$ cat config.mk
export PLATFORM = sky130hd
export DESIGN_NAME = hpd_cfg
export DESIGN_NICKNAME = d
export VERILOG_FILES = /design/src/pkg/hpd_pkg.sv /design/src/rtl/hpd_cfg.sv /design/src/rtl/hpd_sync.sv /design/src/rtl/hpd_renum.sv
export SDC_FILE = /design/constraint.sdc
export NUM_CORES = 1
export LEC_CHECK = 0
export ABC_AREA = 1
export BUFFER_PORTS_ARGS = -buffer_cell sky130_fd_sc_hd__buf_4
export CORE_MARGIN = 3
export CORE_UTILIZATION = 35
export CTS_BUF_LIST = sky130_fd_sc_hd__clkbuf_16
export CTS_CLUSTER_SIZE = 16
export DETAILED_ROUTE_END_ITERATION = 12
export HOLD_SLACK_MARGIN = 0.05
export PLACE_DENSITY_LB_ADDON = 0.15
export SYNTH_ARGS = -nofsm -noshare
export SYNTH_HDL_FRONTEND = slang
export SYNTH_SLANG_ARGS = --single-unit
$ cat constraint.sdc
create_clock -name hclk -period 13 [get_ports hclk]
set_input_delay 0.65 -clock hclk [delete_from_list [all_inputs] [get_ports hclk]]
set_output_delay 0.65 -clock hclk [all_outputs]
set_load 0.03 [all_outputs]
$ cat src/pkg/hpd_pkg.sv
package hpd_pkg;
    localparam logic [7:0] HPD_OFF_PORT_OFF_SELF = 8'h0a;
    localparam logic [7:0] HPD_OFF_PORT_OFF_BUS = 8'h0b;
    localparam logic [7:0] HPD_OFF_MAX_CUR_SELF = 8'h0c;
    localparam logic [7:0] HPD_OFF_MAX_CUR_BUS = 8'h0d;
    localparam logic [7:0] HPD_OFF_MODE_CTRL = 8'h20;
    localparam logic [7:0] HPD_OFF_STATUS = 8'h24;
    localparam logic [7:0] HPD_OFF_PORT_MAP_LO = 8'h28;
    localparam logic [7:0] HPD_OFF_PORT_MAP_HI = 8'h2c;
    localparam int HPD_NPORT = 7;
    localparam logic [7:0] HPD_RST_PORT_OFF = 8'h00;
    localparam logic [7:0] HPD_RST_MAX_CUR = 8'h32;
    localparam logic [7:0] HPD_MASK_VALID = 8'hfe;
    localparam int HPD_CTRL_REMAP_BIT = 0;
    localparam int HPD_CTRL_COMPOUND_BIT = 1;
    localparam int HPD_CTRL_USE_STRAP_BIT = 2;
    localparam int HPD_CURRENT_STEP_MA = 2;
    localparam logic [7:0] HPD_MAX_SELF_LIMIT = 8'h32;
    typedef enum logic [1:0] {
        HPD_IDLE = 2'b01,
        HPD_DATA = 2'b10
    } hpd_state_e;
endpackage

$ cat src/rtl/hpd_cfg.sv
// Functional notes
// a mask bit of one disables its downstream port, zero leaves it available
// mask bits 7..1 map to ports 7..1; bit 0 reserved, always zero
// with renumbering off, masked ports stay disabled and never enumerable
// any port set may be off; report enabled count and renumber the rest
// internal default option takes disabled ports from the two strap pin sets
// each 8-bit maximum-current field counts upstream current in 2 mA units
// report self-powered current when self-powered, bus-powered when bus-powered
// software folds embedded peripheral current in when compound and it reports zero
// software keeps self-powered current at or under the 100 mA equivalent
// renumber enable zero is standard mode, one is re-map mode
// compound bit set to one declares the hub part of a compound device
// bus-powered mask applies when bus-powered, self-powered mask when self-powered
module hpd_cfg
    import hpd_pkg::*;
(
    input wire logic hclk,
    input wire logic hresetn,
    input wire logic hsel,
    input wire logic [31:0] haddr,
    input wire logic [1:0] htrans,
    input wire logic hwrite,
    input wire logic [2:0] hsize,
    input wire logic [31:0] hwdata,
    input wire logic hready,
    output logic [31:0] hrdata,
    output logic hreadyout,
    output logic hresp,
    input wire logic self_powered,
    input wire logic [7:1] port_off_strap_plus,
    input wire logic [7:1] port_off_strap_minus,
    output logic [7:1] port_enable,
    output logic [3:0] reported_port_count,
    output logic [7:0] reported_max_current,
    output logic [20:0] logical_port_map,
    output logic remap_mode,
    output logic compound_device
);
    logic [7:0] off_self_q, off_self_d;
    logic [7:0] off_bus_q, off_bus_d;
    logic [7:0] cur_self_q, cur_self_d;
    logic [7:0] cur_bus_q, cur_bus_d;
    logic [2:0] ctrl_q, ctrl_d;
    hpd_state_e state_q, state_d;
    logic [7:0] addr_q, addr_d;
    logic wr_q, wr_d;
    logic [31:0] rdata_q, rdata_d;

    logic self_pwr_s;
    logic [7:1] strap_p_s, strap_m_s;

    hpd_sync #(.W(1)) u_sync_pwr (
        .hclk(hclk),
        .hresetn(hresetn),
        .d(self_powered),
        .q(self_pwr_s)
    );
    hpd_sync #(.W(7)) u_sync_strap_p (
        .hclk(hclk),
        .hresetn(hresetn),
        .d(port_off_strap_plus),
        .q(strap_p_s)
    );
    hpd_sync #(.W(7)) u_sync_strap_m (
        .hclk(hclk),
        .hresetn(hresetn),
        .d(port_off_strap_minus),
        .q(strap_m_s)
    );

    // effective disable mask
    logic [7:0] active_mask;
    logic [3:0] count_w;
    logic [20:0] map_w;
    always_comb begin
        if (ctrl_q[HPD_CTRL_USE_STRAP_BIT]) begin
            // either strap of a pair disables its port
            active_mask = {strap_p_s | strap_m_s, 1'b0};
        end else if (self_pwr_s) begin
            active_mask = off_self_q & HPD_MASK_VALID;
        end else begin
            active_mask = off_bus_q & HPD_MASK_VALID;
        end
    end

    hpd_renum u_renum (
        .off_mask(active_mask),
        .port_count(count_w),
        .phys_of_logical(map_w)
    );

    // output stage
    logic [7:1] port_enable_q, port_enable_d;
    logic [3:0] count_q, count_d;
    logic [7:0] cur_out_q, cur_out_d;
    logic [20:0] map_q, map_d;
    logic remap_q, remap_d;
    logic compound_q, compound_d;

    always_comb begin
        port_enable_d = ~active_mask[7:1];
        // numbering is packed here in both modes; the re-map bit does not change count or map
        count_d = count_w;
        map_d = map_w;
        // passed on in 2 mA counts, unscaled; the host side does the scaling
        if (self_pwr_s) begin
            cur_out_d = cur_self_q;
        end else begin
            cur_out_d = cur_bus_q;
        end
        remap_d = ctrl_q[HPD_CTRL_REMAP_BIT];
        compound_d = ctrl_q[HPD_CTRL_COMPOUND_BIT];
    end

    always_ff @(posedge hclk or negedge hresetn) begin
        if (!hresetn) begin
            port_enable_q <= '0;
            count_q <= 4'h0;
            cur_out_q <= 8'h00;
            map_q <= '0;
            remap_q <= 1'b0;
            compound_q <= 1'b0;
        end else begin
            port_enable_q <= port_enable_d;
            count_q <= count_d;
            cur_out_q <= cur_out_d;
            map_q <= map_d;
            remap_q <= remap_d;
            compound_q <= compound_d;
        end
    end
    assign port_enable = port_enable_q;
    assign reported_port_count = count_q;
    assign reported_max_current = cur_out_q;
    assign logical_port_map = map_q;
    assign remap_mode = remap_q;
    assign compound_device = compound_q;

    // ahb-lite slave, zero wait states
    // one register per word: byte address is four times the register index
    logic req_take;
    logic req_read;
    logic req_write;
    logic addr_in_range;
    assign req_take = hsel & hready & htrans[1];
    assign req_read = req_take & ~hwrite;
    // upper address bits must be clear, so the registers do not alias upward
    assign addr_in_range = (haddr[31:10] == 22'h0);
    assign req_write = req_take & hwrite & addr_in_range;

    // bus phase: index and direction of the transfer now in its data phase
    // hsize is not decoded: transfers of any size reach these registers as whole words
    always_comb begin
        state_d = state_q;
        addr_d = addr_q;
        wr_d = 1'b0;
        if (req_take) begin
            state_d = HPD_DATA;
            addr_d = haddr[9:2];
            // out-of-window writes are dropped here rather than in every register
            wr_d = req_write;
        end else if (hready) begin
            state_d = HPD_IDLE;
        end
    end

    always_ff @(posedge hclk or negedge hresetn) begin
        if (!hresetn) begin
            state_q <= HPD_IDLE;
            addr_q <= 8'h00;
            wr_q <= 1'b0;
        end else begin
            state_q <= state_d;
            addr_q <= addr_d;
            wr_q <= wr_d;
        end
    end

    // write strobes of the data phase, one per writable register; status and port map words have none
    logic wr_data_phase;
    logic we_off_self, we_off_bus, we_cur_self, we_cur_bus, we_ctrl;

    always_comb begin
        wr_data_phase = wr_q && (state_q == HPD_DATA);
        we_off_self = 1'b0;
        we_off_bus = 1'b0;
        we_cur_self = 1'b0;
        we_cur_bus = 1'b0;
        we_ctrl = 1'b0;
        if (wr_data_phase) begin
            case (addr_q)
                HPD_OFF_PORT_OFF_SELF: we_off_self = 1'b1;
                HPD_OFF_PORT_OFF_BUS: we_off_bus = 1'b1;
                HPD_OFF_MAX_CUR_SELF: we_cur_self = 1'b1;
                HPD_OFF_MAX_CUR_BUS: we_cur_bus = 1'b1;
                HPD_OFF_MODE_CTRL: we_ctrl = 1'b1;
                default: ;
            endcase
        end
    end

    // port disable masks
    always_comb begin
        off_self_d = off_self_q;
        off_bus_d = off_bus_q;
        if (we_off_self) begin
            // reserved bit 0 never stores a one
            off_self_d = hwdata[7:0] & HPD_MASK_VALID;
        end
        if (we_off_bus) begin
            off_bus_d = hwdata[7:0] & HPD_MASK_VALID;
        end
    end

    always_ff @(posedge hclk or negedge hresetn) begin
        if (!hresetn) begin
            off_self_q <= HPD_RST_PORT_OFF;
            off_bus_q <= HPD_RST_PORT_OFF;
        end else begin
            off_self_q <= off_self_d;
            off_bus_q <= off_bus_d;
        end
    end

    // maximum current values, kept as written; their range is software's concern
    always_comb begin
        cur_self_d = cur_self_q;
        cur_bus_d = cur_bus_q;
        if (we_cur_self) begin
            cur_self_d = hwdata[7:0];
        end
        if (we_cur_bus) begin
            cur_bus_d = hwdata[7:0];
        end
    end

    always_ff @(posedge hclk or negedge hresetn) begin
        if (!hresetn) begin
            cur_self_q <= HPD_RST_MAX_CUR;
            cur_bus_q <= HPD_RST_MAX_CUR;
        end else begin
            cur_self_q <= cur_self_d;
            cur_bus_q <= cur_bus_d;
        end
    end

    // mode control: renumber enable, compound flag and strap source
    always_comb begin
        ctrl_d = ctrl_q;
        if (we_ctrl) begin
            ctrl_d = hwdata[2:0];
        end
    end

    always_ff @(posedge hclk or negedge hresetn) begin
        if (!hresetn) begin
            ctrl_q <= 3'h0;
        end else begin
            ctrl_q <= ctrl_d;
        end
    end

    // read-only words, assembled apart so the read mux stays flat
    logic [31:0] status_word;
    logic [31:0] map_lo_word;
    logic [31:0] map_hi_word;
    assign status_word = {19'h0, self_pwr_s, count_q, active_mask};
    assign map_lo_word = {20'h0, map_q[11:0]};
    assign map_hi_word = {23'h0, map_q[20:12]};

    // read data; a read right after a write sees the value being written
    always_comb begin
        rdata_d = rdata_q;
        if (req_read) begin
            rdata_d = 32'h0;
            if (addr_in_range) begin
                case (haddr[9:2])
                    HPD_OFF_PORT_OFF_SELF: rdata_d = {24'h0, off_self_d};
                    HPD_OFF_PORT_OFF_BUS: rdata_d = {24'h0, off_bus_d};
                    HPD_OFF_MAX_CUR_SELF: rdata_d = {24'h0, cur_self_d};
                    HPD_OFF_MAX_CUR_BUS: rdata_d = {24'h0, cur_bus_d};
                    HPD_OFF_MODE_CTRL: rdata_d = {29'h0, ctrl_d};
                    HPD_OFF_STATUS: rdata_d = status_word;
                    HPD_OFF_PORT_MAP_LO: rdata_d = map_lo_word;
                    HPD_OFF_PORT_MAP_HI: rdata_d = map_hi_word;
                    default: rdata_d = 32'h0;
                endcase
            end
        end
    end

    always_ff @(posedge hclk or negedge hresetn) begin
        if (!hresetn) begin
            rdata_q <= 32'h0;
        end else begin
            rdata_q <= rdata_d;
        end
    end

    assign hrdata = rdata_q;
    // every access completes in its first data phase, so ready never drops
    assign hreadyout = 1'b1;
    // unmapped accesses read zero instead of raising an error response
    assign hresp = 1'b0;
endmodule

$ cat src/rtl/hpd_sync.sv
module hpd_sync
    import hpd_pkg::*;
#(
    parameter int W = 1
) (
    input wire logic hclk,
    input wire logic hresetn,
    input wire logic [W-1:0] d,
    output logic [W-1:0] q
);
    logic [W-1:0] meta_q;
    logic [W-1:0] sync_q;
    always_ff @(posedge hclk or negedge hresetn) begin
        if (!hresetn) begin
            meta_q <= '0;
            sync_q <= '0;
        end else begin
            meta_q <= d;
            sync_q <= meta_q;
        end
    end
    assign q = sync_q;
endmodule

$ cat src/rtl/hpd_renum.sv
module hpd_renum
    import hpd_pkg::*;
(
    input wire logic [7:0] off_mask,
    output logic [3:0] port_count,
    output logic [20:0] phys_of_logical
);
    // packs enabled physical ports into logical slots 1..count, 3 bits per slot
    always_comb begin
        logic [3:0] n;
        n = 4'h0;
        phys_of_logical = '0;
        for (int p = 1; p <= HPD_NPORT; p++) begin
            if (!off_mask[p]) begin
                phys_of_logical[3*n +: 3] = 3'(p);
                n = n + 4'h1;
            end
        end
        port_count = n;
    end
endmodule

==> results of run 1 <==
## worst paths after layout
check	from	end	slack, ns	depth (start not counted)
min in group hclk	u_sync_strap_m.meta_q[4]	u_sync_strap_m.q[4]	0.34	0
worst min-delay path	hresetn	addr_q[7]	0.32	1
max in group asynchronous	hresetn	logical_port_map[18]	11.31	2
worst max-delay path	u_sync_pwr.q	logical_port_map[2]	7.54	25
worst max register to register	u_sync_pwr.q	logical_port_map[2]	7.54	25
worst min register to register	u_sync_strap_m.meta_q[4]	u_sync_strap_m.q[4]	0.34	0
## routing by layer
metal  global-route usage  wire length [um]
met1                0.246              8450
met2                0.277              8170
met3               0.0429               806
met4               0.0525               283
met5                    0                 0
## layout make-up
type | instances | share of cell area
Sequential cell | 131 | 0.401
Inverter | 90 | 0.0412
Clock inverter | 14 | 0.0209
Timing Repair Buffer | 116 | 0.106
Clock buffer | 17 | 0.0519
Tap cell | 229 | 0.0349
Multi-Input combinational cell | 548 | 0.344
## synth_stat cells, drive strengths merged, types with 3 or more instances
cell type / n
o21ai: 60
nand2: 258
nand4: 18
nand3: 57
buf: 25
dfrtp: 124
a21oi: 7
a22o: 9
ha: 19
nor4: 10
nor2: 50
and3: 3
inv: 90
dfstp: 7
o211ai: 5
nor3: 14
clkbuf: 9
## sequential cells by signal, indices dropped and copies added (netlist names), 8 cells and up
signal and count:
addr_q 8, cur_bus_q 8, cur_self_q 8, hrdata 13, logical_port_map 21, off_bus_q 8
off_self_q 8, reported_max_current 8
## critical path, stage by stage, from the launching register on
cell	delay [ns]
dfrtp_1	0.36
buf_4	0.20
inv_2	0.30
nand2_1	0.09
a31oi_1	0.58
inv_1	0.29
fa_1	0.67
inv_1	0.15
nand2_1	0.07
nand3_1	0.09
inv_1	0.07
a21oi_1	0.22
inv_1	0.07
ha_1	0.27
nand2_1	0.07
nand2_2	0.16
inv_1	0.10
ha_1	0.29
nor2_1	0.10
inv_1	0.06
nand2_1	0.18
inv_1	0.11
ha_1	0.33
nor3_2	0.25
nand2_1	0.18
nand2_1	0.13
## stage by stage
step	instance area [um^2]	hold WS (ns)	util	total power (uW)	worst slack [ns]
after floorplan	6670	0.331	-	555	8.73
after global placement	7610	0.333	0.418	616	7.59
after detailed placement	7610	0.335	0.418	616	7.57
after CTS	8200	0.323	0.450	1110	7.53
after global routing	8200	0.325	0.450	1140	7.15
final	8200	0.320	0.450	1090	7.54
## logic make-up (layout without fill, tap and decap cells)
kind of cell	count (synthesis)	after routing	synth area share
AO/OA/AOI/OAI	92	92	0.0831
XOR/XNOR	3	3	0.00399
adder cells (fa/ha/maj)	20	20	0.0391
buffers and inverters	124	237	0.0841
flip-flops	131	131	0.498
other	2	21	0.00114
AND/OR/NAND/NOR	412	412	0.290
## where the power goes
group	internal [uW]	switching [uW]	total [uW]
registers	429	12.7	442
logic	53.5	113	167
clock network	315	170	485
==> impl_metrics.toml, run 1 <==
[clocking]
cts.sink_count = 131
path_clk_slew_ns = 0.06
postCtsResizedCells = 0
cts_tree = "built"
cts_root_buf = "clkbuf_16"
hold_buffers = 0
clock_latency_ns = 0.41
htree_levels = 4
cts_made_buffers = 17
clockBufferDepth = 2
cts_setup_buffers = 0

[pwr]
p_leak_uw = 0.00443
powerDensity_nw_per_um2 = 133
irDropWorstVdd_v = 0.0000991

[logic_synthesis]
synth_top_flop_cell = "dfrtp_1"
postSynthAreaPerCell_um2 = 8.41
ys_ff_latch = 131
synth_seq_area_share = 0.498
yosysTopAreaCell = "dfrtp_1"
synth.distinct_cells = 43
syn_inst = 784
synthArstFlopShare = 1.00
syn-cell-area_um2 = 6590
yosysWarningCount = 0
ys_top_cells_by_area = "dfrtp_1, nand2_1, inv_1"
synth-edff-count = 0
netlist.area_leader.share = 0.471

[layout]
nets = 1013
final_cells = 1145
layout_commonest_cell = "nand2_1"
mostFrequentLayoutCells = "nand2_1, dfrtp_1, buf_4"
drive_above_1_share = 0.221
syn_to_final_growth_pct = 24.4
multi_input_area_um2 = 2820
diodes = 0
nFillCells = 1851
layout.area.seq_um2 = 3290

[die]
die_height_um = 143
rows = 49
core_area_um2 = 18200
start_util = 0.362
ios = 165
chipWidth_um = 143
dieArea_um2 = 20500

[route]
vias = 5354
via_per_inst = 4.68
drt-initial-drc-count = 346
drc = 0
first_pass_iters = 5
ant_nets = 0
routedWlPerCell_um = 15.5
routed_wl_um = 17700

[place]
gp_congestion = 0.930
io_buffers = 113
dpl.hpwl_um = 13400
placed_cells = 1114

[timing]
rsz0062_at_grt = "false"
setup_viol = 0
finClkSkew_ns = 0.0131
tns_ns = 0
fmax_mhz = 183
period_share = 0.420
fin_crit_ns = 5.46
finalMaxSlewViolations = 0
worst_slew_pin_slew_ns = 1.11
hold_viol = 0
slew_headroom = 0.252

[worst_hold_path]
hold_path_class = "in2async"

[worst_setup_path]
critPathMaxFanout = 18
worstSetupEndpointType = "register"
worstPathRequired_ns = 13.34
arrival_ns = 5.80
crit_type = "reg2reg"
startpoint_type = "register"

[global_routing]
grt_pass1_wl_um = 27900
grt_pass1_vias = 5262
grt_usage = 0.177
grt_antenna_before_repair = 0
grt_max_degree = 71
grt-ovfl-total = 0

[outcome]
run_status = "complete, no violations"

[flow_run]
cap_violations = 0
Note: power is estimated with default switching activity, not from simulation.
==> run 2: changes to the inputs <==
ABC_AREA = 0   (was 1)
clock period = 5.1 ns   (was 13 ns; I/O delays follow)
==> run 2 against run 1 <==
Net effect:
- hold slack worse by 0.24 ns
- clock skew about the same
- critical endpoint is now logical_port_map[1]
- fmax grew 16%
- cell count down 15%
- critical path type unchanged
- critical path depth fell by 5
- largest power group unchanged
- sequential share of layout area shrank 1.9 points
- largest cell class unchanged
==> impl_metrics.toml, run 2 <==
[outcome]
run_status = "complete, no violations"

[die]
die_height_um = 144
start_util = 0.364
chipWidth_um = 144
rows = 49
ios = 165
dieArea_um2 = 20700
core_area_um2 = 18300

[pwr]
powerDensity_nw_per_um2 = 420
p_leak_uw = 0.00392
p_sw_uw = 1190
switching_share = 0.328
p_clk_frac = 0.373
pwr-share-comb = 0.286
seq_power_share = 0.340
irDropWorstVdd_v = 0.000235
p_int_uw = 2430

[worst_setup_path]
reg2reg_depth = 20
path_cells = "buf_6 > mux2_4 > o21ai_2 > fa_1 > buf_4 > xnor2_1 > nor2_1 > a21oi_1 > ha_1 > nor2_1 > a311oi_2 > inv_1 > ha_1 > nor2_1 > a21oi_2 > ha_1 > nor3_1 > and3_1 > a31oi_2 > o21ai_0"
startpoint_type = "register"
r2r_slack_ns = 0.38
r2r_start = "u_sync_pwr.q"
worstSetupEndpointType = "register"
slowest_stage = "fa_1"
crit_type = "reg2reg"
arrival_ns = 4.99
cp_slowest_stage_delay_ns = 0.49
critPathMaxFanout = 14
worstPathRequired_ns = 5.37
worstReg2RegEnd = "logical_port_map[1]"

[layout]
nets = 843
syn_to_final_growth_pct = 29.5
mostFrequentLayoutCells = "buf_4, dfrtp_1, mux2_2"
diodes = 0
final_cells = 976
drive_above_1_share = 0.352
layout_commonest_cell = "buf_4"
largest_reg_flops = 21

[logic_synthesis]
synth_common_cells = "dfrtp_1, mux2_2, nand2_1"
syn_inst = 589
yosysTopAreaCell = "dfrtp_1"
synth_top_flop_cell = "dfrtp_1"
synth_seq_area_share = 0.495
postSynthAreaPerCell_um2 = 11.3
synth_most_common_cell = "dfrtp_1"
synthArstFlopShare = 1.00
synth-edff-count = 0
syn-cell-area_um2 = 6640
synth.distinct_cells = 74
ys_ff_latch = 131
yosysWarningCount = 0
netlist.area_leader.share = 0.467
ys_top_cells_by_area = "dfrtp_1, mux2_2, ha_1"

[worst_hold_path]
hold_path_class = "in2reg"
min_from = "haddr[6]"
holdPathEnd = "addr_q[4]"
worstHoldPathCells = 2

[timing]
worst_slew_pin_slew_ns = 0.991
setup_viol = 0
finClkSkew_ns = 0.0133
period_share = 0.926
fin_crit_ns = 4.72
slew_headroom = 0.339
fmax_mhz = 212
hold_viol = 0
worst_slack_ns = 0.379
finalMaxSlewViolations = 0

[place]
dpl.hpwl_um = 13000
place_ws_ns = 0.201
placed_cells = 927
io_buffers = 113
gp_congestion = 0.920

[clocking]
clockBufferDepth = 2
cts_setup_buffers = 0
cts_tree = "built"
htree_levels = 4
cts_made_buffers = 17
cts_root_buf = "clkbuf_16"
clock_latency_ns = 0.42
cts.sink_count = 131
path_clk_slew_ns = 0.06

[global_routing]
grt_max_degree = 81
grt_antenna_before_repair = 0
grt-ovfl-total = 0
grt_pass1_vias = 4998
grt_pass1_wl_um = 26600
grt_usage = 0.167

[route]
routedWlPerCell_um = 17.5
via_per_inst = 5.06
drc = 0
first_pass_iters = 5
drt-initial-drc-count = 272
routed_wl_um = 17100
ant_nets = 0
vias = 4940

[flow_run]
cap_violations = 0
[run 2: cell count changes in the layout (fill, tap and decap cells not counted), moves of 13 or more]
cell,change
inv_1,-66
mux2_2,+51
nand4_1,-17
nand2_2,-18
o21ai_0,-32
nand3_2,-14
nand2_1,-189
nor2b_1,+26
dlygate4sd3_1,+17
nand3_1,-27
nor2_1,-17
buf_4,+13
[run 2: stage by stage]
stage / hold slack (ns) / cell area (um^2) / total power (uW) / setup TNS (ns) / util
final: 0.0847 / 8600 / 3620 / 0 / 0.471
after global placement: 0.334 / 7730 / 2240 / 0 / 0.423
after global routing: 0.0658 / 8600 / 3790 / -0.0155 / 0.471
after floorplan: -0.0406 / 6710 / 1910 / 0 / -
after detailed placement: 0.336 / 7730 / 2250 / 0 / 0.423
after CTS: 0.0645 / 8560 / 3630 / 0 / 0.468
[run 2: what timing repair did]
action,4_1_cts,5_1_grt
gates resized for setup,0,8
endpoints found under the setup margin,0,21
hold buffers,17,0
endpoints found under the hold margin,74,0
[run 2: cell type report]
cell class / instances / area [um^2]
inverters: 23 / 86.3
multi-input cells: 414 / 3140
clock buffers: 17 / 425
fillers: 1705 / 9670
repair buffers: 147 / 1150
clock inverters: 15 / 229
flip-flops and latches: 131 / 3290
well taps: 229 / 287
[run 2: worst max path at each step]
stage | from | endpoint | cells after the start
2_1_floorplan | u_sync_pwr.q | logical_port_map[15] | 20
3_3_place_gp | ctrl_q[2] | logical_port_map[1] | 23
3_5_place_dp | u_sync_pwr.q | logical_port_map[1] | 22
4_1_cts | u_sync_pwr.q | logical_port_map[1] | 22
5_1_grt | u_sync_pwr.q | logical_port_map[1] | 22
6_report | u_sync_pwr.q | logical_port_map[1] | 20
[run 2: cell families (layout without fill, tap and decap cells)]
family,count (synthesis),count (layout),synth area share
AOI/OAI and AO/OA,105,105,0.112
DFF,131,131,0.495
buffers and inverters,63,202,0.0494
muxes,65,65,0.115
adders and majority gates,20,20,0.0388
and+or+nand+nor,182,182,0.148
xor gates and xnor gates,21,21,0.0411
other,2,21,0.00113
[run 2: worst max-delay path, delay by kind of cell, from the launching register on]
kind            cells  cell delay (ns)
compound gates      6             1.01
simple gates        5             0.64
buf+inv             3             0.54
mux                 1             0.37
xor+xnor            1             0.12
fa+ha+maj           4             1.48
flops               1             0.41
[run 2: metal layers]
layer / vias to the layer above / wire, um / global-route usage
li1: 2354 / - / -
met1: 2445 / 7240 / 0.205
met2: 117 / 8970 / 0.286
met3: 24 / 570 / 0.0359
met4: 0 / 303 / 0.0654
met5: - / 0 / 0
[run 2: power by group through the flow]
stage	registers [uW]	logic (uW)	clock network (uW)
2_1_floorplan	1390	528	0
3_3_place_gp	1250	993	0
3_5_place_dp	1250	1000	0
4_1_cts	1230	1020	1380
5_1_grt	1240	1120	1430
6_report	1230	1040	1350
==> run 3: changes to the inputs <==
PLACE_DENSITY_LB_ADDON = 0.08   (was 0.15)
==> run 3 against run 2 <==
Net effect:
- setup slack worse by 0.056 ns
- highest routed layer unchanged
- combinational power is essentially flat
- global-route usage up 1.5 points
- clock skew about the same
- wire length is 6.2% higher
- clock power is 13% lower
- flip-flop and latch count is the same
==> impl_metrics.toml, run 3 (same netlist as run 2, synthesis figures left out) <==
[clocking]
path_clk_slew_ns = 0.06
cts_setup_buffers = 0
htree_levels = 4
cts_made_buffers = 17
clock_latency_ns = 0.42
cts.sink_count = 131
cts_root_buf = "clkbuf_16"
clockBufferDepth = 2
cts_tree = "built"

[timing]
hold_viol = 0
finClkSkew_ns = 0.0135
slew_headroom = 0.345
finalMaxSlewViolations = 0
worst_slack_ns = 0.323
setup_viol = 0
period_share = 0.937
fmax_mhz = 209
fin_crit_ns = 4.78
worst_slew_pin_slew_ns = 0.982

[route]
ant_nets = 0
drc = 0
vias = 4932
first_pass_iters = 4
routed_wl_um = 18100
via_per_inst = 5.03
routedWlPerCell_um = 18.5
drt-initial-drc-count = 196

[global_routing]
grt-ovfl-total = 0
grt_pass1_wl_um = 28700
grt_usage = 0.181
grt_pass1_vias = 5198
grt_antenna_before_repair = 0
grt_max_degree = 67

[worst_setup_path]
worstSetupEndpointType = "register"
crit_family = "adder cells"
critical_path_buf_inv_count = 4
worstPathRequired_ns = 5.38
cp_slowest_stage_delay_ns = 0.52
slowest_stage = "fa_2"
path_cells = "buf_4 > mux2_4 > o21ai_2 > fa_2 > inv_1 > xnor2_4 > inv_1 > ha_1 > nor2_1 > a311oi_2 > inv_1 > ha_1 > nor2_1 > a21oi_2 > ha_1 > nor3_1 > and3_1 > a31oi_2 > o21ai_0"
startpoint_type = "register"
critPathMaxFanout = 6
arrival_ns = 5.05
crit_type = "reg2reg"

[place]
placed_area_um2 = 7770
place_ws_ns = 0.0763
io_buffers = 113
dpl.hpwl_um = 13900
gp_congestion = 0.872
placed_cells = 931

[die]
core_area_um2 = 18300
die_height_um = 144
dieArea_um2 = 20700
chipWidth_um = 144
ios = 165
rows = 49
start_util = 0.364

[layout]
drive_above_1_share = 0.357
layout_commonest_cell = "buf_4"
mostFrequentLayoutCells = "buf_4, dfrtp_1, mux2_2"
final_area_um2 = 8540
final_cells = 980
multi_input_area_um2 = 3130
largest_reg_flops = 21
nets = 847
diodes = 0
layout.area.seq_um2 = 3290
nFillCells = 1773
syn_to_final_growth_pct = 28.6

[pwr]
pwr-share-comb = 0.303
p_sw_uw = 1190
irDropWorstVdd_v = 0.000229
switching_share = 0.344
p_leak_uw = 0.00389
powerDensity_nw_per_um2 = 405
seq_power_share = 0.357
p_clk_frac = 0.341
p_int_uw = 2270

[worst_hold_path]
hold_path_class = "in2reg"

[outcome]
run_status = "complete, no violations"

[flow_run]
cap_violations = 0
==> run 3: worst reg2reg max path, cell delays in order, from the launching register on <==
cell and delay (ns):
dfrtp_1 0.43, buf_4 0.20, mux2_4 0.36, o21ai_2 0.18
fa_2 0.53, inv_1 0.22, xnor2_4 0.14, inv_1 0.07
ha_1 0.31, nor2_1 0.06, a311oi_2 0.31, inv_1 0.15
ha_1 0.32, nor2_1 0.20, a21oi_2 0.08, ha_1 0.32
nor3_1 0.07, and3_1 0.26, a31oi_2 0.29, o21ai_0 0.13
==> run 3: through the flow <==
step           TNS, ns  utilization  power [uW]  hold slack [ns]
3_3_place_gp         0        0.425        2280            0.286
4_1_cts              0        0.466        3490           0.0602
2_1_floorplan        0            -        1910          -0.0406
3_5_place_dp         0        0.425        2290            0.294
5_1_grt        -0.0721        0.467        3650           0.0671
6_report             0        0.467        3460           0.0781
==> run 3: per-layer routing <==
metal  routed length [um]  GRT usage  vias up
li1                     -          -     2362
met5                    0          0        -
met3                  461     0.0359       16
met4                  271     0.0540        0
met1                 7830      0.228     2472
met2                 9580      0.316       82
==> run 3: power groups by stage <==
stage          sequential (uW)  clock [uW]  combinational, uW
2_1_floorplan             1390           0                528
3_3_place_gp              1250           0               1020
3_5_place_dp              1250           0               1030
4_1_cts                   1240        1210               1040
5_1_grt                   1250        1260               1140
6_report                  1230        1180               1050
==> run 3: repair_timing <==
action / CTS / global route
endpoints found under the hold margin: 80 / 0
hold buffers: 17 / 0
gates resized for setup: 0 / 8
setup endpoints to repair: 0 / 21
==> run 3: path summary, 6_finish.rpt <==
path / from / end / slack [ns] / depth (start not counted)
min reg2reg: u_sync_strap_m.meta_q[3] / u_sync_strap_m.q[3] / 0.35 / 0
min: haddr[6] / addr_q[4] / 0.08 / 2
max in group asynchronous: hresetn / reported_port_count[3] / 3.43 / 3
max: u_sync_pwr.q / logical_port_map[1] / 0.32 / 19
min in group asynchronous: hresetn / reported_max_current[2] / 0.41 / 2
max reg2reg: u_sync_pwr.q / logical_port_map[1] / 0.32 / 19
==> run 3: final cells by class <==
type | instances | share of cell area
inverter | 23 | 0.0101
timing repair buffer | 151 | 0.138
tap | 229 | 0.0336
sequential | 131 | 0.385
clock buffer | 17 | 0.0498
multi-input combinational | 414 | 0.366
clock inverter | 15 | 0.0171
